**src/inc/async_line_pkg.sv**
```systemverilog
// Constants and types for the asynchronous line interface
package async_line_pkg;
   // ==========================
   // Register byte offsets
   localparam logic [3:0] RX_CSR_OFF  = 4'h0;
   localparam logic [3:0] RX_BUF_OFF  = 4'h4;
   localparam logic [3:0] TX_CSR_OFF  = 4'h8;
   localparam logic [3:0] TX_BUF_OFF  = 4'hC;
   localparam logic [3:0] CFG_OFF     = 4'h0;
   localparam logic [7:0] CFG_ADDR    = 8'h10;
   // ==========================
   // Receive control/status bit positions
   localparam int RX_DS_INT_BIT   = 15;
   localparam int RX_RING_BIT     = 14;
   localparam int RX_CTS_BIT      = 13;
   localparam int RX_CD_BIT       = 12;
   localparam int RX_SEC_RX_BIT   = 10;
   localparam int RX_DONE_BIT     = 7;
   localparam int RX_IE_BIT       = 6;
   localparam int RX_DS_IE_BIT    = 5;
   localparam int RX_SEC_TX_BIT   = 3;
   localparam int RX_RTS_BIT      = 2;
   localparam int RX_DTR_BIT      = 1;
   // Receive buffer error bits
   localparam int RB_ERR_BIT      = 15;
   localparam int RB_OVR_BIT      = 14;
   localparam int RB_FRM_BIT      = 13;
   localparam int RB_PAR_BIT      = 12;
   // Transmit control/status bit positions
   localparam int TX_RDY_BIT      = 7;
   localparam int TX_IE_BIT       = 6;
   localparam int TX_LOOP_BIT     = 2;
   localparam int TX_BRK_BIT      = 0;
   // Configuration register fields
   localparam int CFG_TXB_LSB     = 0;
   localparam int CFG_RXB_LSB     = 4;
   localparam int CFG_LEN_LSB     = 8;
   localparam int CFG_PEN_BIT     = 10;
   localparam int CFG_PODD_BIT    = 11;
   localparam int CFG_STOP_LSB    = 12;
   // ==========================
   // Reset values and counts
   localparam logic [15:0] CFG_RESET  = 16'h0377;
   localparam logic [7:0]  BREAK_CHAR = 8'h00;
   localparam int          OVS        = 16;
   localparam logic [1:0]  RESP_OKAY  = 2'h0;
   localparam logic [1:0]  RESP_SLVERR = 2'h2;
   typedef enum {TX_IDLE, TX_START, TX_DATA, TX_PAR, TX_STOP} tx_state_t;
   typedef enum {RX_IDLE, RX_START, RX_DATA, RX_PAR, RX_STOP} rx_state_t;
endpackage : async_line_pkg
```
**src/core/async_line_interface.sv**
```systemverilog
// Asynchronous serial line interface with AXI4-Lite register access
//
// Decided for this implementation: the AXI4-Lite interface to the registers and the placing of the registers.
`timescale 1ns/10ps
module async_line_interface
   import async_line_pkg::*;
#(
   parameter bit          MODEM_EN  = 1'b1,
   parameter bit          BREAK_EN  = 1'b1,
   parameter logic [1:0]  BR_LEVEL  = 2'h0,
   parameter logic [15:0] DIV_BASE  = 16'h0004
) (
   input  wire logic        core_clk,
   input  wire logic        resetn,
   input  wire logic [7:0]  s_axi_awaddr,
   input  wire logic        s_axi_awvalid,
   output logic             s_axi_awready,
   input  wire logic [31:0] s_axi_wdata,
   input  wire logic [3:0]  s_axi_wstrb,
   input  wire logic        s_axi_wvalid,
   output logic             s_axi_wready,
   output logic [1:0]       s_axi_bresp,
   output logic             s_axi_bvalid,
   input  wire logic        s_axi_bready,
   input  wire logic [7:0]  s_axi_araddr,
   input  wire logic        s_axi_arvalid,
   output logic             s_axi_arready,
   output logic [31:0]      s_axi_rdata,
   output logic [1:0]       s_axi_rresp,
   output logic             s_axi_rvalid,
   input  wire logic        s_axi_rready,
   input  wire logic        rx_line,
   output logic             tx_line,
   input  wire logic        modem_sec_rx,
   input  wire logic        modem_carrier,
   input  wire logic        modem_ring,
   input  wire logic        modem_cts,
   output logic             modem_dtr,
   output logic             modem_rts,
   output logic             modem_sec_tx,
   output logic             rx_irq,
   output logic             tx_irq,
   output logic             modem_irq,
   output logic [1:0]       br_level
);
   // ==========================
   // Pin synchronisers
   logic [4:0] pin_s1_reg;
   logic [4:0] pin_s2_reg;
   logic [4:0] pin_prev_reg;
   logic [1:0] pin_age_reg;
   always_ff @(posedge core_clk) begin
      if (!resetn) begin
         pin_s1_reg   <= 5'h1F;
         pin_s2_reg   <= 5'h1F;
         pin_prev_reg <= 5'h1F;
         pin_age_reg  <= 2'h0;
      end else begin
         if (pin_age_reg != 2'h3) pin_age_reg <= pin_age_reg + 2'h1;
         pin_s1_reg   <= {modem_cts, modem_ring, modem_carrier, modem_sec_rx, rx_line};
         pin_s2_reg   <= pin_s1_reg;
         pin_prev_reg <= pin_s2_reg;
      end
   end
   // ==========================
   // Control registers
   logic [15:0] cfg_reg;
   logic        rx_ie_reg, ds_ie_reg, tx_ie_reg, loop_reg, brk_reg;
   logic        dtr_reg, rts_reg, sec_tx_reg;
   logic        rx_done_reg, ds_int_reg, tx_rdy_reg;
   logic [7:0]  rx_data_reg, tx_hold_reg;
   logic        hold_full_reg;
   logic [3:0]  rx_err_reg;
   logic        wr_fire, rd_fire, aw_hold_reg, w_hold_reg;
   logic [7:0]  aw_addr_reg, ar_addr_reg;
   logic [31:0] w_data_reg;
   logic [3:0]  w_strb_reg;
   // Write channel: address and data taken in either order
   assign s_axi_awready = !aw_hold_reg && !s_axi_bvalid;
   assign s_axi_wready  = !w_hold_reg && !s_axi_bvalid;
   assign wr_fire       = aw_hold_reg && w_hold_reg;
   always_ff @(posedge core_clk) begin
      if (!resetn) begin
         aw_hold_reg  <= 1'b0;
         w_hold_reg   <= 1'b0;
         aw_addr_reg  <= 8'h00;
         w_data_reg   <= 32'h0000_0000;
         w_strb_reg   <= 4'h0;
         s_axi_bvalid <= 1'b0;
         s_axi_bresp  <= RESP_OKAY;
      end else begin
         if (s_axi_awvalid && s_axi_awready) begin
            aw_hold_reg <= 1'b1;
            aw_addr_reg <= s_axi_awaddr;
         end
         if (s_axi_wvalid && s_axi_wready) begin
            w_hold_reg <= 1'b1;
            w_data_reg <= s_axi_wdata;
            w_strb_reg <= s_axi_wstrb;
         end
         if (wr_fire) begin
            aw_hold_reg  <= 1'b0;
            w_hold_reg   <= 1'b0;
            s_axi_bvalid <= 1'b1;
            s_axi_bresp  <= (aw_addr_reg > CFG_ADDR) ? RESP_SLVERR : RESP_OKAY;
         end else if (s_axi_bready) begin
            s_axi_bvalid <= 1'b0;
         end
      end
   end
   // Write decode helpers
   function automatic logic is_reg(input logic [7:0] a, input logic [3:0] off);
      is_reg = (a[7:4] == 4'h0) && (a[3:0] == off);
   endfunction : is_reg
   logic wr_receive_control_status, wr_transmit_control_status, wr_transmit_buffer, wr_cfg, lo_en, hi_en;
   assign lo_en   = w_strb_reg[0];
   assign hi_en   = w_strb_reg[1];
   assign wr_receive_control_status = wr_fire && is_reg(aw_addr_reg, RX_CSR_OFF);
   assign wr_transmit_control_status = wr_fire && is_reg(aw_addr_reg, TX_CSR_OFF);
   assign wr_transmit_buffer = wr_fire && is_reg(aw_addr_reg, TX_BUF_OFF) && lo_en;
   assign wr_cfg  = wr_fire && (aw_addr_reg == CFG_ADDR);
   always_ff @(posedge core_clk) begin
      if (!resetn) begin
         cfg_reg <= CFG_RESET;
         {rx_ie_reg, ds_ie_reg, tx_ie_reg, loop_reg, brk_reg} <= 5'h00;
         {dtr_reg, rts_reg, sec_tx_reg} <= 3'h0;
      end else begin
         if (wr_cfg && lo_en) cfg_reg[7:0] <= w_data_reg[7:0];
         if (wr_cfg && hi_en) cfg_reg[15:8] <= w_data_reg[15:8];
         if (wr_receive_control_status && lo_en) begin
            rx_ie_reg  <= w_data_reg[RX_IE_BIT];
            ds_ie_reg  <= MODEM_EN & w_data_reg[RX_DS_IE_BIT];
            sec_tx_reg <= MODEM_EN & w_data_reg[RX_SEC_TX_BIT];
            rts_reg    <= MODEM_EN & w_data_reg[RX_RTS_BIT];
            dtr_reg    <= MODEM_EN & w_data_reg[RX_DTR_BIT];
         end
         if (wr_transmit_control_status && lo_en) begin
            tx_ie_reg <= w_data_reg[TX_IE_BIT];
            loop_reg  <= w_data_reg[TX_LOOP_BIT];
            brk_reg   <= BREAK_EN & w_data_reg[TX_BRK_BIT];
         end
      end
   end
   assign modem_dtr    = dtr_reg;
   assign modem_rts    = rts_reg;
   assign modem_sec_tx = sec_tx_reg;
   assign br_level     = BR_LEVEL;
   // ==========================
   // Baud generator: eight rates, 16x ticks
   function automatic logic [15:0] rate_div(input logic [2:0] sel);
      rate_div = DIV_BASE << sel;
   endfunction : rate_div
   logic [15:0] tx_cnt_reg, rx_cnt_reg;
   logic        tx_tick, rx_tick, rx_wrap;
   logic [2:0]  rx_sel;
   assign rx_sel  = loop_reg ? cfg_reg[CFG_TXB_LSB+:3] : cfg_reg[CFG_RXB_LSB+:3];
   assign tx_tick = (tx_cnt_reg == 16'h0000);
   assign rx_wrap = (rx_cnt_reg == 16'h0000);
   // Loopback borrows the transmit tick so both ends share one bit clock
   assign rx_tick = loop_reg ? tx_tick : rx_wrap;
   always_ff @(posedge core_clk) begin
      if (!resetn) begin
         tx_cnt_reg <= 16'h0000;
         rx_cnt_reg <= 16'h0000;
      end else begin
         tx_cnt_reg <= tx_tick ? rate_div(cfg_reg[CFG_TXB_LSB+:3]) - 16'h0001
                               : tx_cnt_reg - 16'h0001;
         rx_cnt_reg <= rx_wrap ? rate_div(rx_sel) - 16'h0001 : rx_cnt_reg - 16'h0001;
      end
   end
   // ==========================
   // Transmitter: holding buffer plus shifter
   tx_state_t   tx_state_reg;
   logic [7:0]  tx_shift_reg;
   logic [2:0]  tx_bit_reg;
   logic [4:0]  tx_sub_reg;
   logic        tx_out_reg, tx_par_reg, tx_load;
   logic [2:0]  data_bits;
   logic [4:0]  stop_len;
   // Index of the last data bit: codes 0..3 give 5..8 bits
   assign data_bits = {1'b1, cfg_reg[CFG_LEN_LSB+:2]};
   // Last tick index of the stop period
   assign stop_len  = (cfg_reg[CFG_STOP_LSB+:2] == 2'h0) ? 5'd15 :
                      (cfg_reg[CFG_STOP_LSB+:2] == 2'h1) ? 5'd23 : 5'd31;
   assign tx_load   = tx_tick && (tx_state_reg == TX_IDLE) && hold_full_reg;
   always_ff @(posedge core_clk) begin
      if (!resetn) begin
         hold_full_reg <= 1'b0;
         tx_hold_reg   <= 8'h00;
      end else begin
         if (wr_transmit_buffer) begin
            hold_full_reg <= 1'b1;
            tx_hold_reg   <= w_data_reg[7:0];
         end else if (tx_load) begin
            hold_full_reg <= 1'b0;
         end
      end
   end
   assign tx_rdy_reg = !hold_full_reg;
   always_ff @(posedge core_clk) begin
      if (!resetn) begin
         tx_state_reg <= TX_IDLE;
         tx_shift_reg <= 8'h00;
         tx_bit_reg   <= 3'h0;
         tx_sub_reg   <= 5'h00;
         tx_out_reg   <= 1'b1;
         tx_par_reg   <= 1'b0;
      end else if (tx_tick) begin
         tx_sub_reg <= tx_sub_reg + 5'h01;
         case (tx_state_reg)
            TX_IDLE: begin
               tx_out_reg <= 1'b1;
               if (hold_full_reg) begin
                  tx_shift_reg <= tx_hold_reg;
                  tx_par_reg   <= cfg_reg[CFG_PODD_BIT];
                  tx_state_reg <= TX_START;
                  tx_sub_reg   <= 5'h00;
                  tx_out_reg   <= 1'b0;
               end
            end
            TX_START: if (tx_sub_reg == 5'd15) begin
               tx_state_reg <= TX_DATA;
               tx_bit_reg   <= 3'h0;
               tx_sub_reg   <= 5'h00;
               tx_out_reg   <= tx_shift_reg[0];
            end
            TX_DATA: if (tx_sub_reg == 5'd15) begin
               tx_sub_reg   <= 5'h00;
               tx_par_reg   <= tx_par_reg ^ tx_shift_reg[0];
               tx_shift_reg <= {1'b0, tx_shift_reg[7:1]};
               tx_bit_reg   <= tx_bit_reg + 3'h1;
               if (tx_bit_reg == data_bits) begin
                  tx_state_reg <= cfg_reg[CFG_PEN_BIT] ? TX_PAR : TX_STOP;
                  tx_out_reg   <= cfg_reg[CFG_PEN_BIT] ? (tx_par_reg ^ tx_shift_reg[0]) : 1'b1;
               end else begin
                  tx_out_reg <= tx_shift_reg[1];
               end
            end
            TX_PAR: if (tx_sub_reg == 5'd15) begin
               tx_sub_reg   <= 5'h00;
               tx_state_reg <= TX_STOP;
               tx_out_reg   <= 1'b1;
            end
            TX_STOP: if (tx_sub_reg == stop_len) begin
               tx_state_reg <= TX_IDLE;
            end
            default: tx_state_reg <= TX_IDLE;
         endcase
      end
   end
   // Break forces space while pacing continues unchanged
   assign tx_line = tx_out_reg && !brk_reg;
   // ==========================
   // Receiver
   rx_state_t  rx_state_reg;
   logic [7:0] rx_shift_reg;
   logic [2:0] rx_bit_reg;
   logic [3:0] rx_sub_reg;
   logic       rx_par_reg, rx_in, rx_deliver;
   logic [3:0] rx_err_next;
   assign rx_in = loop_reg ? tx_out_reg : pin_s2_reg[0];
   always_ff @(posedge core_clk) begin
      if (!resetn) begin
         rx_state_reg <= RX_IDLE;
         rx_shift_reg <= 8'h00;
         rx_bit_reg   <= 3'h0;
         rx_sub_reg   <= 4'h0;
         rx_par_reg   <= 1'b0;
      end else if (rx_tick) begin
         rx_sub_reg <= rx_sub_reg + 4'h1;
         case (rx_state_reg)
            RX_IDLE: if (!rx_in) begin
               rx_state_reg <= RX_START;
               rx_sub_reg   <= 4'h0;
            end
            RX_START: if (rx_sub_reg == 4'd7) begin
               rx_state_reg <= rx_in ? RX_IDLE : RX_DATA;
               rx_sub_reg   <= 4'h0;
               rx_bit_reg   <= 3'h0;
               rx_shift_reg <= 8'h00;
               rx_par_reg   <= cfg_reg[CFG_PODD_BIT];
            end
            RX_DATA: if (rx_sub_reg == 4'd15) begin
               rx_shift_reg[rx_bit_reg] <= rx_in;
               rx_par_reg <= rx_par_reg ^ rx_in;
               rx_bit_reg <= rx_bit_reg + 3'h1;
               if (rx_bit_reg == data_bits) begin
                  rx_state_reg <= cfg_reg[CFG_PEN_BIT] ? RX_PAR : RX_STOP;
               end
            end
            RX_PAR: if (rx_sub_reg == 4'd15) begin
               rx_par_reg   <= rx_par_reg ^ rx_in;
               rx_state_reg <= RX_STOP;
            end
            RX_STOP: if (rx_sub_reg == 4'd15) begin
               rx_state_reg <= RX_IDLE;
            end
            default: rx_state_reg <= RX_IDLE;
         endcase
      end
   end
   assign rx_deliver = rx_tick && (rx_state_reg == RX_STOP) && (rx_sub_reg == 4'd15);
   // Error status: overrun, framing, parity
   always_comb begin
      rx_err_next[2] = rx_done_reg;
      rx_err_next[1] = !rx_in;
      rx_err_next[0] = cfg_reg[CFG_PEN_BIT] && rx_par_reg;
      rx_err_next[3] = |rx_err_next[2:0];
   end
   // Reading the receive buffer clears done
   logic rd_rbuf;
   always_ff @(posedge core_clk) begin
      if (!resetn) begin
         rx_done_reg <= 1'b0;
         rx_data_reg <= 8'h00;
         rx_err_reg  <= 4'h0;
      end else begin
         if (rx_deliver) begin
            rx_done_reg <= 1'b1;
            rx_data_reg <= rx_shift_reg;
            rx_err_reg  <= rx_err_next;
         end else if (rd_rbuf) begin
            rx_done_reg <= 1'b0;
         end
      end
   end
   // ==========================
   // Modem status change interrupt flag
   logic ds_change;
   // Samples taken before the synchroniser filled are not a change
   assign ds_change = MODEM_EN && (pin_age_reg == 2'h3) &&
                      (pin_s2_reg[4:1] != pin_prev_reg[4:1]);
   logic rd_receive_control_status;
   always_ff @(posedge core_clk) begin
      if (!resetn) begin
         ds_int_reg <= 1'b0;
      end else if (ds_change) begin
         ds_int_reg <= 1'b1;
      end else if (rd_receive_control_status) begin
         ds_int_reg <= 1'b0;
      end
   end
   assign rx_irq    = rx_done_reg && rx_ie_reg;
   assign tx_irq    = tx_rdy_reg && tx_ie_reg;
   assign modem_irq = ds_int_reg && ds_ie_reg;
   // ==========================
   // Read channel
   logic [15:0] receive_control_status_val, rbuf_val, transmit_control_status_val, rd_val;
   always_comb begin
      receive_control_status_val = 16'h0000;
      receive_control_status_val[RX_DS_INT_BIT] = ds_int_reg;
      receive_control_status_val[RX_RING_BIT]   = MODEM_EN & pin_s2_reg[3];
      receive_control_status_val[RX_CTS_BIT]    = MODEM_EN & pin_s2_reg[4];
      receive_control_status_val[RX_CD_BIT]     = MODEM_EN & pin_s2_reg[2];
      receive_control_status_val[RX_SEC_RX_BIT] = MODEM_EN & pin_s2_reg[1];
      receive_control_status_val[RX_DONE_BIT]   = rx_done_reg;
      receive_control_status_val[RX_IE_BIT]     = rx_ie_reg;
      receive_control_status_val[RX_DS_IE_BIT]  = ds_ie_reg;
      receive_control_status_val[RX_SEC_TX_BIT] = sec_tx_reg;
      receive_control_status_val[RX_RTS_BIT]    = rts_reg;
      receive_control_status_val[RX_DTR_BIT]    = dtr_reg;
      rbuf_val = {rx_err_reg, 4'h0, rx_data_reg};
      transmit_control_status_val = 16'h0000;
      transmit_control_status_val[TX_RDY_BIT]  = tx_rdy_reg;
      transmit_control_status_val[TX_IE_BIT]   = tx_ie_reg;
      transmit_control_status_val[TX_LOOP_BIT] = loop_reg;
      transmit_control_status_val[TX_BRK_BIT]  = brk_reg;
      if (is_reg(ar_addr_reg, RX_CSR_OFF)) begin
         rd_val = receive_control_status_val;
      end else if (is_reg(ar_addr_reg, RX_BUF_OFF)) begin
         rd_val = rbuf_val;
      end else if (is_reg(ar_addr_reg, TX_CSR_OFF)) begin
         rd_val = transmit_control_status_val;
      end else if (ar_addr_reg == CFG_ADDR) begin
         rd_val = cfg_reg;
      end else begin
         rd_val = 16'h0000;
      end
   end
   logic ar_hold_reg;
   assign s_axi_arready = !ar_hold_reg && !s_axi_rvalid;
   assign rd_fire = ar_hold_reg;
   assign rd_rbuf = rd_fire && is_reg(ar_addr_reg, RX_BUF_OFF);
   assign rd_receive_control_status = rd_fire && is_reg(ar_addr_reg, RX_CSR_OFF);
   always_ff @(posedge core_clk) begin
      if (!resetn) begin
         ar_hold_reg  <= 1'b0;
         ar_addr_reg  <= 8'h00;
         s_axi_rvalid <= 1'b0;
         s_axi_rdata  <= 32'h0000_0000;
         s_axi_rresp  <= RESP_OKAY;
      end else begin
         if (s_axi_arvalid && s_axi_arready) begin
            ar_hold_reg <= 1'b1;
            ar_addr_reg <= s_axi_araddr;
         end
         if (rd_fire) begin
            ar_hold_reg  <= 1'b0;
            s_axi_rvalid <= 1'b1;
            s_axi_rdata  <= {16'h0000, rd_val};
            s_axi_rresp  <= (ar_addr_reg > CFG_ADDR) ? RESP_SLVERR : RESP_OKAY;
         end else if (s_axi_rready) begin
            s_axi_rvalid <= 1'b0;
         end
      end
   end
endmodule : async_line_interface

```
**config.mk**
```make
export PLATFORM = sky130hd
export DESIGN_NAME = async_line_interface
export DESIGN_NICKNAME = d
export VERILOG_FILES = /design/src/inc/async_line_pkg.sv /design/src/core/async_line_interface.sv
export SDC_FILE = /design/constraint.sdc
export NUM_CORES = 1
export LEC_CHECK = 0
export BUFFER_PORTS_ARGS = -buffer_cell sky130_fd_sc_hd__buf_2
export CAP_MARGIN = 40
export CORE_ASPECT_RATIO = 0.5
export CORE_MARGIN = 10
export CORE_UTILIZATION = 60
export DETAILED_ROUTE_END_ITERATION = 16
export GPL_TIMING_DRIVEN = 0
export PLACE_DENSITY = 0.82
export SLEW_MARGIN = 20
export SYNTH_ARGS = -nofsm -noshare
export SYNTH_HDL_FRONTEND = slang
export SYNTH_SLANG_ARGS = --single-unit
```
**constraint.sdc**
```tcl
create_clock -name core_clk -period 5.85 [get_ports core_clk]
set_input_delay 0.2925 -clock core_clk [delete_from_list [all_inputs] [get_ports core_clk]]
set_output_delay 0.2925 -clock core_clk [all_outputs]
set_load 0.05 [all_outputs]
```
==> Word-level counts from Yosys, hierarchy flattened <==
Index checks and enable logic that the tools add are counted.
{ "classes": {"n_shift": 2, "n_bitwise": 3, "add_sub_neg": 9, "n_lt_le_gt_ge": 4, "n_eq_ne": 38, "n_mux": 74, "n_reduce_logical": 75} }
{ "ops": {"columns": ["operator", "n"], "rows": [
  ["$mux W32", 12],
  ["$pmux W32 S5", 2],
  ["$eq A32 B2 Y1 const B", 4],
  ["$logic_not A32 Y1", 3],
  ["$mux W16", 6],
  ["$eq A32 B1 Y1 const B", 2],
  ["$eq A32 B3 Y1 const B", 2],
  ["$sub A16 B1 Y16 const B", 4],
  ["$logic_and A1 B1 Y1", 35],
  ["$eq A32 B4 Y1 const B", 1],
  ["$logic_not A16 Y1", 2],
  ["$mux W8", 4],
  ["$pmux W8 S2", 2],
  ["$shl A3 B3 Y16 const A", 2],
  ["$ne A2 B2 Y1 const B", 13],
  ["$mux W1", 24],
  ["$mux W3", 6],
  ["$reduce_bool A2 Y1", 9],
  ["$eq A4 B4 Y1 const B", 4],
  ["$eq A8 B5 Y1 const B", 2],
  ["$gt A8 B5 Y1 const B", 2],
  ["$logic_not A4 Y1", 4],
  ["$reduce_and A4 Y1", 4],
  ["$mux W5", 3],
  ["other kinds (32)", 53]
]} }
{ "word_totals": {"out_inout_bits": 50, "wordCells": 250, "register_bits": 253} }

==> Depth between registers and ports, before layout <==
Gate-level depths: netlist of run 1.
{ "logic_depth": {"ltp_word": 7, "mapped_depth": 10, "mapped_depth_nobuf": 9} }

==> Least setup slack after synthesis of run 1 <==
OpenSTA, ideal clock, no wires.
{ "synth_path": {"path_kind": "register to register", "start": "reg tx_cnt_reg[0]", "end": "reg tx_shift_reg[6]", "t_required_ns": 5.762, "stages_incl_launch_ff": 11, "path_slack_ns": 3.505, "t_arrival_ns": 2.257, "synth_period_minus_slack_ns": 2.345, "path_cell_list": "dfxtp_1 inv_1 ha_1 nor3b_2 nand4_4 or2_1 buf_6 a2111oi_4 buf_6 nor2_2 a311oi_2"} }
{ "synth_via": {"elab_chain_len": 2} }
{ "synth_rtl": {"columns": ["element", "line_no", "text"], "rows": [
  ["start, declared", "async_line_interface.sv:153", "logic [15:0] tx_cnt_reg, rx_cnt_reg;"],
  ["start signal, assigned", "async_line_interface.sv:166", "tx_cnt_reg <= tx_tick ? rate_div(cfg_reg[CFG_TXB_LSB+:3]) - 16'h0001"],
  ["$logic_not A16 Y1", "async_line_interface.sv:157", "assign tx_tick = (tx_cnt_reg == 16'h0000);"],
  ["$reduce_and A4 Y1 (no line)", null, null],
  ["end signal, assigned", "async_line_interface.sv:214", "tx_shift_reg <= tx_hold_reg;"],
  ["end signal, assigned", "async_line_interface.sv:230", "tx_shift_reg <= {1'b0, tx_shift_reg[7:1]};"],
  ["end, declared", "async_line_interface.sv:174", "logic [7:0] tx_shift_reg;"]
]} }
No other way between the ends.
A chain may end at the register's enable or synchronous reset.

==> Final worst setup path of run 1 <==
{ "layout_path": {"start": "reg tx_cnt_reg[0]", "end": "reg rx_shift_reg[3]"} }
{ "layout_via": {"elab_chain_len": 3} }
{ "layout_rtl": {"columns": ["element", "line_no", "text"], "rows": [
  ["$logic_not A16 Y1", "async_line_interface.sv:157", null],
  ["$mux W1", "async_line_interface.sv:160", "assign rx_tick = loop_reg ? tx_tick : rx_wrap;"],
  ["$reduce_and A4 Y1 (no line)", null, null],
  ["end signal, assigned by index", "async_line_interface.sv:284", "rx_shift_reg[rx_bit_reg] <= rx_in;"],
  ["end, declared", "async_line_interface.sv:256", "logic [7:0] rx_shift_reg;"]
]} }
No other way between the ends.

==> summary.md, run 1 <==
The run finished with clean final reports. The tools report the met1 track demand over resource as 30.63%. The starting DRC count in detailed routing was 923. Detailed placement finished with a half-perimeter wire length of 17,560 um. The analysis attributes to cell leakage a power of 3.869 nW. The die outline width was 191.7 um; the met3 track demand over resource was 5.691%.

The tools report the number of antenna violations at the first check in global routing as 0. The smallest clock period supported by the final layout is computed as 2755 ps. Measured in cells, the most critical reg-to-reg path has a length of 8. Critical path endpoint category: a flop. In the synthesized netlist, the number of instances is 1,035. Across the routed clock network, the largest skew measured is 12.67 ps.

The tools report the synthesized cell area as 8842 sq um. The actual transition at the worst max-transition pin works out to 915.5 ps. For this run, the number of Yosys warnings is 0.

The congestion estimate from routability-driven global placement came to 0.9553. The utilization after layout is 70.07%, and the final antenna diode count is 0. Sorting the synthesized cells by area gives the leading types as dfxtp_1 43%, nand2_1 7.0%, mux2i_1 4.5%, a21boi_0 3.9%, nor2_1 3.8%.

The final number of hold-violating endpoints came out at 0. The endpoint identified for the worst register-to-register timing path is rx_shift_reg[3]. The tools report the number of ports placed on the die boundary as 114. At the end of the flow, the number of nets in the layout was 1,222. The number of global-route vias before repair is 7,612, and the highest ir drop seen on vdd is 0.1756 mV. The critical path runs through a total of 8 cells. The number of pins with negative max-slew slack in the final report was 0. Effective utilization at floorplan: 61.28%.

The worst setup path is launched from a flop. Counting flops with a built-in enable in the synthesized netlist gives 0. For flop-to-flop paths, the worst setup slack is 3090 ps. Of the cells placed in the final design, the portion with a size suffix greater than 1 is 13.18%. Total of cells resized after clock tree synthesis: 0.

Net switching power: 1.363 mW. The floorplan has 31 rows. The number of synthesized register bits is 192.

The clock drives 192 sinks. Clock tree synthesis inserted a total of 17 buffers. In this run the biggest area consumer among cell types represents 43.47% of the synthesized area. The overflow left after global routing was 0. The count of buffers added on input and output ports is 74.

The max-cap violation count is 0, and the count of buffering cells on the critical path with inverters included is 1. The routed design has 24,220 um of wire. The origin of the worst setup path was tx_cnt_reg[0].

The core region is 14,430 sq um. The tools report the hold buffer count at CTS as 0. The start-to-end type of the worst setup path is flop to flop. Counting along the longest clock path gives a buffer depth of 2.

In this run the clock root is driven by a clkbuf_16. Across all hold checks on the routed design, the worst slack comes to 38.40 ps. The maximum fanout along the worst path is 9.

The required time of the critical path was 6160 ps. The tools report the startpoint of the worst-slack reg-to-reg timing path as tx_cnt_reg[0]. The area growth from synthesis to layout is 14.33%. In this run the power density over the cells is 377.8 nW/um^2. The cell-internal power is 2.457 mW, and the count of buffers added by post-CTS timing repair for setup is 0. Most heavily used metal layer in global routing: met2. Per report_power, the clock group accounts for 30.0% of the total. The final non-filler cell total was 1,359. For the routed via count, the log shows 8,108. The first detailed-routing pass ran for 6 iterations. The tools report the wire length of the first global-routing pass as 39,120 um. Total placed cells including tap cells: 1,326. The peak per-stage delay on the critical path works out to 460 ps.

Entering global routing, the biggest net connects 18 pins. Dominant delay contributor by cell family on the critical path: simple AND/OR/NAND/NOR gates. The critical path goes through inv_1 -> ha_1 -> nor3b_2 -> nand4_4 -> o32a_1 -> nor3b_4 -> a21oi_1 -> a311oi_1.

The met2 capacity usage during global routing is 37.66%. Setup repair after global routing left no endpoint under its margin. Static timing analysis puts the maximum clock frequency at 0.3629 GHz.

The worst pin sits at a relative slew slack of 38.97%. After detailed routing, the number of vias per cell comes to 5.966. In the final timing run, aggregate negative setup slack is 0 ps. The endpoint arrival time on the critical path is 3070 ps. Among all stages on the critical path, the largest delay is contributed by o32a_1.

After synthesis, the share of flip-flops with an asynchronous set or reset is 0%. The worst hold-check path type was input port to flop. The detail route stage leaves a number of antenna-violating nets equal to 0. The critical path ends at rx_shift_reg[3]. For the sequential power share, the log shows 41.9%.

Of the total power, combinational logic draws 28.1%. Global routing used 23.60% of the available tracks across all layers. The predominant post-synthesis flop cell is dfxtp_1.

The clock input transition at the sequential cells of the worst setup and hold paths is 70 ps, and the mean area per synthesized cell is 8.543 sq um. The later pin in the worst-skew pair is clocked with a latency of 430 ps. After synthesis, flip-flops and latches occupy 43.47% of the total area. The final-report setup violation count was 0.

TritonCTS built the clock tree. Level count of the clock H-tree: 4. The library cell occupying the most area in the post-synthesis netlist is dfxtp_1.

The share of the clock period used by the worst path came out at 47.10%. The post-synthesis cell type count was 67. The height of the die came out at 105.8 um. The proportion of total power due to net switching works out to 35.69%. For this run, design rule violations remaining after detail routing come to 0.

Dividing the detail-routed wire length by the instance count gives 17.82 um. The die covers 20,290 sq um.
-- power by group through the flow --
stage	Sequential (mW)	Clock [mW]	Combinational (mW)
finish	1.60	1.15	1.07
floorplan	1.61	0	0.813
CTS	1.59	1.14	1.06
global route	1.62	1.20	1.19
global placement	1.62	0	1.02
detailed placement	1.62	0	1.04
-- layout make-up --
cell class	count	area, sq um
plain buffers	77	382.9
clock buffers	19	442.9
clock inverters	12	125.1
fillers	1140	4319
inverters	14	52.55
multi-input cells	771	4634
flip-flops and latches	192	3844
well taps	198	247.7
repair buffers	76	380.4
-- logic make-up after synthesis --
logic type | share of synthesized area, %
AND/OR/NAND/NOR | 24.37
adder cells (fa/ha/maj) | 1.274
buffers and inverters | 4.924
flip-flops | 43.47
AO/OA/AOI/OAI | 18.18
other | 0.04241
multiplexers | 5.165
XOR/XNOR | 2.575
-- stage by stage --
stage	worst slack [ps]	instance area [sq um]	power [mW]
2_1_floorplan	3505	8914	2.427
3_3_place_gp	3110	9532	2.634
3_5_place_dp	2979	9532	2.665
4_1_cts	2948	10100	3.793
5_1_grt	2916	10110	4.005
6_report	3095	10110	3.820
-- metal layers --
layer / part of all wire [%] / vias up
met5: 0 / -
met2: 46 / 367
met4: 1.8 / 0
li1: - / 3846
met3: 9.3 / 52
met1: 43 / 3843
-- layout by cell type, fill, tap and decap left out, drive strengths merged, types with 30 or more instances in the layout --
cell type,instances
buf,102
nand2,166
a21oi,57
nor2,90
a21boi,46
o21ai,45
mux2i,40
nand2b,35
dfxtp,192
nand3,30
clkbuf,70
-- synth_stat cells, drive strengths merged, types with 2 or more instances --
master   count
a2111oi      5
nor2b       12
nor3        18
nor2        90
nor3b        6
ha           9
mux2         5
xnor2       14
o2111ai      3
or3b         2
a311oi      19
nor4b        3
o31ai        5
o41ai        2
nand2b      35
or2          3
and4b        2
o21a         2
a31oi       14
dfxtp      192
xor2        12
o32ai        2
inv         14
or4          4
nand4       13
a21boi      46
mux2i       40
and3         4
o21ai       45
a41oi        2
clkbuf      50
nor4        16
nand3b       3
nand2      166
and2        10
or3         11
a22oi       15
a211oi       8
nand3       30
o211ai       5
buf         27
a21oi       57
nand4b       3
-- how the worst min path moves through the flow --
stage,from,end,depth (start not counted)
6_report,modem_sec_rx,pin_s1_reg[1],2
5_1_grt,modem_sec_rx,pin_s1_reg[1],2
4_1_cts,modem_sec_rx,pin_s1_reg[1],2
3_5_place_dp,pin_s1_reg[2],pin_s2_reg[2],1
3_3_place_gp,pin_s1_reg[4],pin_s2_reg[4],1
2_1_floorplan,pin_s1_reg[0],pin_s2_reg[0],1
(Power assumes the default switching activity.)
==> run 2: changes to the inputs <==
Settings changed: ABC_AREA set to 1, CORE_UTILIZATION 60 to 53, PLACE_DENSITY 0.82 to 0.77.
Clock period 5.85 ns to 2.5 ns, I/O delays scaled along.
==> run 2 against run 1 <==
  * Wire length increased by 11%
  * Maximum frequency increased by 27%
  * Area after synthesis increased by 2.9%
  * Design area increased by 7.2%
  * Clock power increased to 2.6 times the previous value
  * Total power increased to 2.6 times the previous value
==> summary.md, run 2 <==
The number of global-route vias before repair was 8,744 (+15%). The fraction of synthesis flops using an asynchronous set or reset pin was 0% (unchanged); the proportion of total power due to net switching was 38.39% (+2.7 points). The insertion delay to the later sink of the worst-skew pair came out at 440 ps (about the same). The worst setup path is captured at a flop. The commonest cells after synthesis are 257 x nand2_1, 225 x nor2_1, 192 x dfxtp_1.

Final setup skew: 8.457 ps (-4.210 ps). The most critical setup path has its startpoint at rx_cnt_reg[0]. The logs give 357.7 ps (-2622 ps) for the worst slack at placement and 2840 ps (-3320 ps) for the required time of the critical path.

The final-report setup violation count was 0 (unchanged). The tools report the endpoint arrival time on the critical path as 2510 ps (-560 ps). For the sequential power share, the log shows 37.2% (-4.7 points). The tree is rooted in a clkbuf_16. The count of buffers from port buffering came out at 75 (+1.4%). The clock network fraction of design power is 30.6% (+0.6 points), and the power per cell area is 902.5 nW/um^2 (+140%). The tools report the overall power after layout as 9.778 mW (+160%). The number of iterations in the first detailed-routing pass was 6 (unchanged); the worst reg2reg path depth was 15 (+7). The maximum fanout along the worst path is 10 (+1), and the minimum period implied by the final worst setup slack is 2171 ps (-584.5 ps).

Number of ports placed on the die boundary: 114 (unchanged). The total placed cells including tap cells was 1,629 (+23%). The max-cap violation count came out at 0 (unchanged).

Total track usage: 23.11% (-0.49 points). The number of buffers added by the clock tree synthesis step was 17 (unchanged); the starting DRC count in detailed routing was 975 (+5.6%). The actual transition at the worst max-transition pin came out at 904.9 ps (-10.62 ps). The die outline width works out to 205.3 um (+7.1%). The run gives 0.9409 (-1.5%) as the weighted congestion reported at the end of routability-driven placement. The cell-internal power is 6.024 mW (+150%), and the level count of the clock H-tree is 4 (unchanged). The tools report the final number of hold-violating endpoints as 0 (unchanged). The worst register-to-register path begins at rx_cnt_reg[0]. Library cell occupying the most area in the post-synthesis netlist: dfxtp_1. Proportion of synthesized chip area in sequential cells: 42.26% (-1.2 points). The effective utilization at floorplan was 54.79% (-6.5 points); the share of the clock period used by the worst path was 86.83% (+40 points). The total wire length after detailed routing came out at 26,830 um (+11%). Combinational cell fraction of total power: 32.3% (+4.2 points). The height of the die was 112.6 um (+6.4%); the final instance area was 10,830 sq um (+7.2%).

Compared with the post-synthesis result, the final layout area differs by 19.12%. The final non-filler cell total was 1,696 (+25%). The gate count after technology mapping was 1,307 (+26%). The post-route DRC violation count was 0 (unchanged). Leading cell type in the layout, fill and taps excluded: nand2_1. The vias per cell was 5.387 (-9.7%); the final antenna diode count was 0 (unchanged). The number of fill cells is 1,442 (+26%). For the highest ir drop seen on vdd, the log shows 0.5546 mV (+220%). In the post-synthesis netlist, the biggest area contributors are dfxtp_1 42%, nand2_1 11%, nor2_1 9.3%, o21ai_0 6.7%, inv_1 5.5%.

The antenna violation net count after detailed routing is 0 (unchanged), and the minimum setup slack among reg-to-reg paths is 330 ps (-2770 ps). Minimum setup slack in the final design: 329.2 ps (-2765 ps). The total of cells resized after clock tree synthesis is 0 (unchanged), and the count of buffers added by post-CTS timing repair for setup is 0 (unchanged).

The run gives 2 (unchanged) as the maximum count of clock buffers along a single path. The detailed placement HPWL came out at 19,820 um (+13%). The area of the core is 16,600 sq um (+15%). The worst register-to-register path ends at rx_cnt_reg[11]. For the number of rows created at floorplan, the log shows 33 (+6.5%). The average wire per standard cell was 15.82 um (-11%).

Setup repair after global routing left no endpoint under its margin. The overflow left after global routing was 0 (unchanged); the fraction of synthesized cell area taken by the top area cell type was 42.26% (-1.2 points). The number of antenna violations at the first check in global routing was 0 (unchanged). The most common cell in the synthesized netlist was nand2_1. The number of enable-type register cells in the synthesized netlist came out at 0 (unchanged). Yosys synthesis warning count: 0 (unchanged).

The cell leakage power was 4.827 nW (+25%); the number of nets at the end of the flow was 1,529 (+25%). In the synthesized netlist the dominant register cell turns out to be dfxtp_1. The run gives 23,120 sq um (+14%) as the overall die area. The worst hold path belongs to the class input port to flop.

The net switching power was 3.754 mW (+180%). The worst slew slack as a fraction of its limit was 39.68% (+0.71 points); the number of pins with negative max-slew slack in the final report was 0 (unchanged). The clock input transition at the sequential cells of the worst setup and hold paths came out at 80 ps (about the same).

Number of synthesized register bits: 192 (unchanged). The run gives 9,136 (+13%) as the routed via count. Wire length of the first global-routing pass: 43,420 um (+11%). TritonCTS built the clock tree.

The run gives 9095 sq um (+2.9%) as the synthesized cell area. The run finished with clean final reports. The startpoint kind of the worst setup timing path is a flop. The mean area per synthesized cell is 6.959 sq um (-19%), and the post-synthesis cell type count is 50 (-25%). For hold timing, the worst endpoint is ar_addr_reg[6].

The fmax came out at 0.4607 GHz (+27%). The area of placed instances is 9837 sq um (+3.2%). Start-to-end type of the worst setup path: flop to flop. In the layout the commonest cells are 257 x nand2_1, 225 x nor2_1, 192 x dfxtp_1. The maximum number of pins on one net before global-route repair is 20 (+2), and the share of cells above drive strength 1 is 12.39% (-0.79 points). The number of clock sinks seen by CTS was 192 (unchanged); the hold path depth was 3 (+1). The post-route setup TNS was 0 ps (unchanged).

The hold path startpoint was s_axi_araddr[6].
run 2: cell types whose count changed after synthesis, moves of 39 or more:
cell	previous run	this run
a21boi_0	46	0
a21oi_1	57	97
inv_1	14	133
mux2i_1	40	1
nand2_1	166	257
nor2_1	89	225
o21ai_0	45	122
run 2: cell families (layout without fill, tap and decap cells):
| group | after synthesis | in the layout | synth area share [%] |
|---|---|---|---|
| adders and majority gates | 9 | 9 | 1.238 |
| other | 1 | 20 | 0.04123 |
| DFF | 192 | 192 | 42.26 |
| and+or+nand+nor | 619 | 619 | 29.08 |
| xor gates and xnor gates | 8 | 8 | 0.7704 |
| buffers and inverters | 204 | 347 | 9.671 |
| AOI/OAI and AO/OA | 273 | 273 | 16.83 |
| muxes | 1 | 1 | 0.1101 |
run 2: through the flow:
| stage | hold slack (ps) | util, % |
|---|---|---|
| after global placement | 312.8 | 59.20 |
| final | 7.553 | 65.27 |
| after detailed placement | 313.2 | 59.26 |
| after CTS | 1.857 | 65.27 |
| after global routing | 31.94 | 65.27 |
| after floorplan | 228.8 | - |
run 2: worst max-delay path: stages, from the launching register on:
cell	delay [ps]
dfxtp_1	330
inv_1	60
ha_1	260
nand2_1	90
nor2_1	40
nand2_1	120
buf_2	240
nand2_1	90
o21ai_2	100
nand2_1	130
nor2_2	190
nand2_1	110
nor2_1	140
nand2_1	60
nand2_1	50
nor2_1	40
run 2: how the worst max path moves through the flow:
stage / endpoint / slack (ps)
global placement: rx_cnt_reg[11] / 390
CTS: rx_cnt_reg[11] / 350
finish: rx_cnt_reg[11] / 330
floorplan: w_data_reg[10] / 360
global route: rx_cnt_reg[10] / 80
detailed placement: rx_cnt_reg[11] / 360
run 2: timing repair:
action                                  in CTS  in global routing
hold buffers                                35                  0
endpoints found under the hold margin       35                  0
endpoints found under the setup margin       0                  0
run 2: layout make-up:
| type | instances | area [sq um] | area share [%] |
|---|---|---|---|
| buffer | 65 | 352.8 | 3.257 |
| clock buffer | 18 | 429.2 | 3.961 |
| clock inverter | 14 | 217.7 | 2.009 |
| inverter | 139 | 526.8 | 4.862 |
| multi-input combinational | 930 | 4443 | 41.01 |
| sequential | 192 | 3844 | 35.48 |
| tap | 227 | 284.0 | 2.622 |
| timing repair buffer | 111 | 737.0 | 6.802 |
run 2: layer usage:
layer  track usage [%]  routed length, um
met5                 0                  0
met4             6.913                462
met3             4.104               2226
met2             38.79              12430
met1             29.74              11710
run 2: power groups by stage:
stage	Sequential, mW	Clock (mW)	Combinational [mW]
2_1_floorplan	3.66	0	2.38
4_1_cts	3.63	3.00	3.12
3_5_place_dp	3.70	0	3.04
3_3_place_gp	3.68	0	2.98
6_report	3.63	2.99	3.16
5_1_grt	3.68	3.13	3.57
==> run 3: changes to the inputs <==
Settings changed: REMOVE_ABC_BUFFERS set to 1.
==> run 3 against run 2 <==
  * Count of clock-buffer cells in the layout rose by 2
  * Wire length fell by 9.7%
  * Combinational power fell by 3%
  * First-iteration DRC count fell by 19%
  * Sequential share of layout area rose by 1.1 points
  * Register-to-register slack got worse by 40 ps
  * Clock power fell by 9.4%
  * Clock skew rose by 6.2 ps
  * Core utilization fell by 2.0 points
  * Design area fell by 3.1%
  * Critical path type unchanged
  * Largest power group unchanged
==> summary.md, run 3 (synthesis gave the netlist of run 2 again) <==
The logs give 8,680 (-5.0%) for the routed via count and 3845 sq um (about the same) for the sequential cell area. The insertion delay to the later sink of the worst-skew pair is 440 ps (about the same). STA classifies the critical path startpoint as a flop. The maximum count of clock buffers along a single path was 2 (unchanged). The number of rows created at floorplan is 33 (unchanged), and the clock network fraction of design power is 28.8% (-1.8 points).

The logs give 2580 ps (+70 ps) for the endpoint arrival time on the critical path and 23,120 sq um (unchanged) for the overall die area. For the utilization after layout, the log shows 63.27% (-2.0 points). The worst setup path is captured at a flop.

The number of fill cells came out at 1,488 (+3.2%). The final number of hold-violating endpoints was 0 (unchanged); the proportion of total power due to net switching was 38.47% (+0.074 points). The power per cell area works out to 895.9 nW/um^2 (-0.73%).

The antenna violation net count after detailed routing came out at 0 (unchanged). TritonCTS built the clock tree. The run gives 84 (+320%) as the maximum number of pins on one net before global-route repair. The post-route setup TNS is 0 ps (unchanged), and the vias per cell is 5.306 (-1.5%).

The overall power after layout is 9.408 mW (-3.8%), and the area of placed instances is 9505 sq um (-3.4%). For the max-cap violation count, the log shows 0 (unchanged). The tools report the area of the core as 16,600 sq um (unchanged).

The level count of the clock H-tree is 4 (unchanged). The combinational cell fraction of total power came out at 32.6% (+0.3 points). For the number of ports placed on the die boundary, the log shows 114 (unchanged). The share of the clock period used by the worst path was 88.28% (+1.5 points); the clock input transition at the sequential cells of the worst setup and hold paths was 80 ps (about the same). The minimum period implied by the final worst setup slack was 2207 ps (+36.27 ps); the final-report setup violation count was 0 (unchanged). The actual transition at the worst max-transition pin came out at 775.5 ps (-129.3 ps). The logs give 0.9039 (-3.9%) for the weighted congestion reported at the end of routability-driven placement and 0.4871 mV (-12%) for the highest ir drop seen on vdd. For the sequential power share, the log shows 38.6% (+1.4 points). The final setup skew is 14.66 ps (+6.199 ps).

The die outline width is 205.3 um (unchanged), and the cell leakage power is 4.624 nW (-4.2%). The logs give 0.4531 GHz (-1.6%) for the fmax and 0 (unchanged) for the final antenna diode count. The hold slack is 15.76 ps (+8.204 ps).

The logs give 5.789 mW (-3.9%) for the cell-internal power and 8,151 (-6.8%) for the number of global-route vias before repair. The maximum fanout along the worst path is 13 (+3), and the wire length of the first global-routing pass is 39,840 um (-8.2%). The detailed placement HPWL was 16,830 um (-15%). Share of cells above drive strength 1: 11.07% (-1.3 points). Setup repair after global routing left no endpoint under its margin.

The number of buffers added by the clock tree synthesis step came out at 17 (unchanged). For the effective utilization at floorplan, the log shows 54.79% (unchanged). Total track usage: 20.96% (-2.2 points).

The average wire per standard cell is 14.81 um (-6.3%). Worst slew slack as a fraction of its limit: 48.23% (+8.6 points). The min-delay analysis places its worst path in the category input port to flop.

The run finished with clean final reports. The tools report the number of iterations in the first detailed-routing pass as 5 (-1). The starting DRC count in detailed routing is 787 (-19%), and the height of the die is 112.6 um (unchanged). The run gives 4469 sq um (+0.59%) as the area taken by multi-input logic gates. The count of buffers from port buffering came out at 75 (unchanged). The overflow left after global routing is 0 (unchanged), and the total wire length after detailed routing is 24,240 um (-9.7%). Leaving out fill and tap cells, the most frequent cell in the layout is nand2_1. The run gives 1,469 (-3.9%) as the number of nets at the end of the flow. The tools report the number of antenna violations at the first check in global routing as 0 (unchanged).

The start-to-end type of the worst setup path is flop to flop. In the layout the commonest cells are 256 x nand2_1, 224 x nor2_1, 191 x dfxtp_1. The number of pins with negative max-slew slack in the final report is 0 (unchanged), and the net switching power is 3.619 mW (-3.6%).

The number of clock sinks seen by CTS is 192 (unchanged). Cell chosen for the clock root: clkbuf_16. The run gives 10,500 sq um (-3.1%) as the final instance area.

Compared with the post-synthesis result, the final layout area differs by 15.46%. The required time of the critical path was 2870 ps (+30 ps); the post-route DRC violation count was 0 (unchanged).
-- run 3: cell count changes in the layout (fill, tap and decap cells not counted), moves of 2 or more --
cell	before	now
buf_1	3	0
buf_2	81	74
buf_4	23	2
buf_6	3	0
bufinv_16	3	1
clkbuf_1	32	2
clkinv_2	0	2
clkinv_8	3	0
dlygate4sd3_1	35	37
nor2_4	5	8
-- run 3: power by group through the flow --
stage          clock [mW]  sequential, mW  combinational [mW]
2_1_floorplan           0            3.67                2.31
3_3_place_gp            0            3.68                2.89
3_5_place_dp            0            3.69                2.95
4_1_cts              2.73            3.63                3.02
5_1_grt              2.86            3.68                3.49
6_report             2.71            3.63                3.07
-- run 3: worst paths after layout --
path | from | endpoint | slack [ps] | cells past startpoint
min | s_axi_wdata[13] | w_data_reg[13] | 20 | 3
min reg2reg | pin_s1_reg[3] | pin_s2_reg[3] | 430 | 1
max reg2reg | rx_state_reg[1] | rx_shift_reg[6] | 290 | 10
max | rx_state_reg[1] | rx_shift_reg[6] | 290 | 10
-- run 3: area by class of cell --
| type | count | share of cell area [%] |
|---|---|---|
| multi-input combinational | 931 | 42.56 |
| clock buffer | 20 | 4.254 |
| clock inverter | 12 | 1.180 |
| sequential | 192 | 36.61 |
| tap | 227 | 2.705 |
| timing repair buffer | 115 | 7.649 |
| inverter | 139 | 5.040 |
-- run 3: worst max-delay path, stage by stage, from the launching register on --
cell and delay [ps]:
dfxtp_1 380, nand2_1 200, nor2_4 310, inv_1 270
nor2_1 140, inv_1 80, o21ai_0 260, nor2_4 140
o21ai_0 140, nand2_1 80, a21oi_1 120
-- run 3: layer usage --
| metal | routed length (um) | global-route usage [%] | up-vias |
|---|---|---|---|
| met2 | 11090 | 33.49 | 243 |
| li1 | - | - | 4401 |
| met1 | 11280 | 27.31 | 4006 |
| met5 | 0 | 0 | - |
| met3 | 1575 | 5.941 | 30 |
| met4 | 295 | 5.355 | 0 |
-- run 3: through the flow --
stage               cells  setup slack, ps
finish               1636            292.9
global route         1636            77.08
CTS                  1633            148.3
detailed placement   1564           -34.59
global placement     1563           -781.9
floorplan            1261            160.0
-- run 3: repair_timing --
action	4_1_cts	5_1_grt
setup buffers	0	0
resized for setup	2	4
pin swaps	0	1
cloned	0	1
hold endpoints to repair	37	0
endpoints found under the setup margin	11	17
hold buffers	37	0
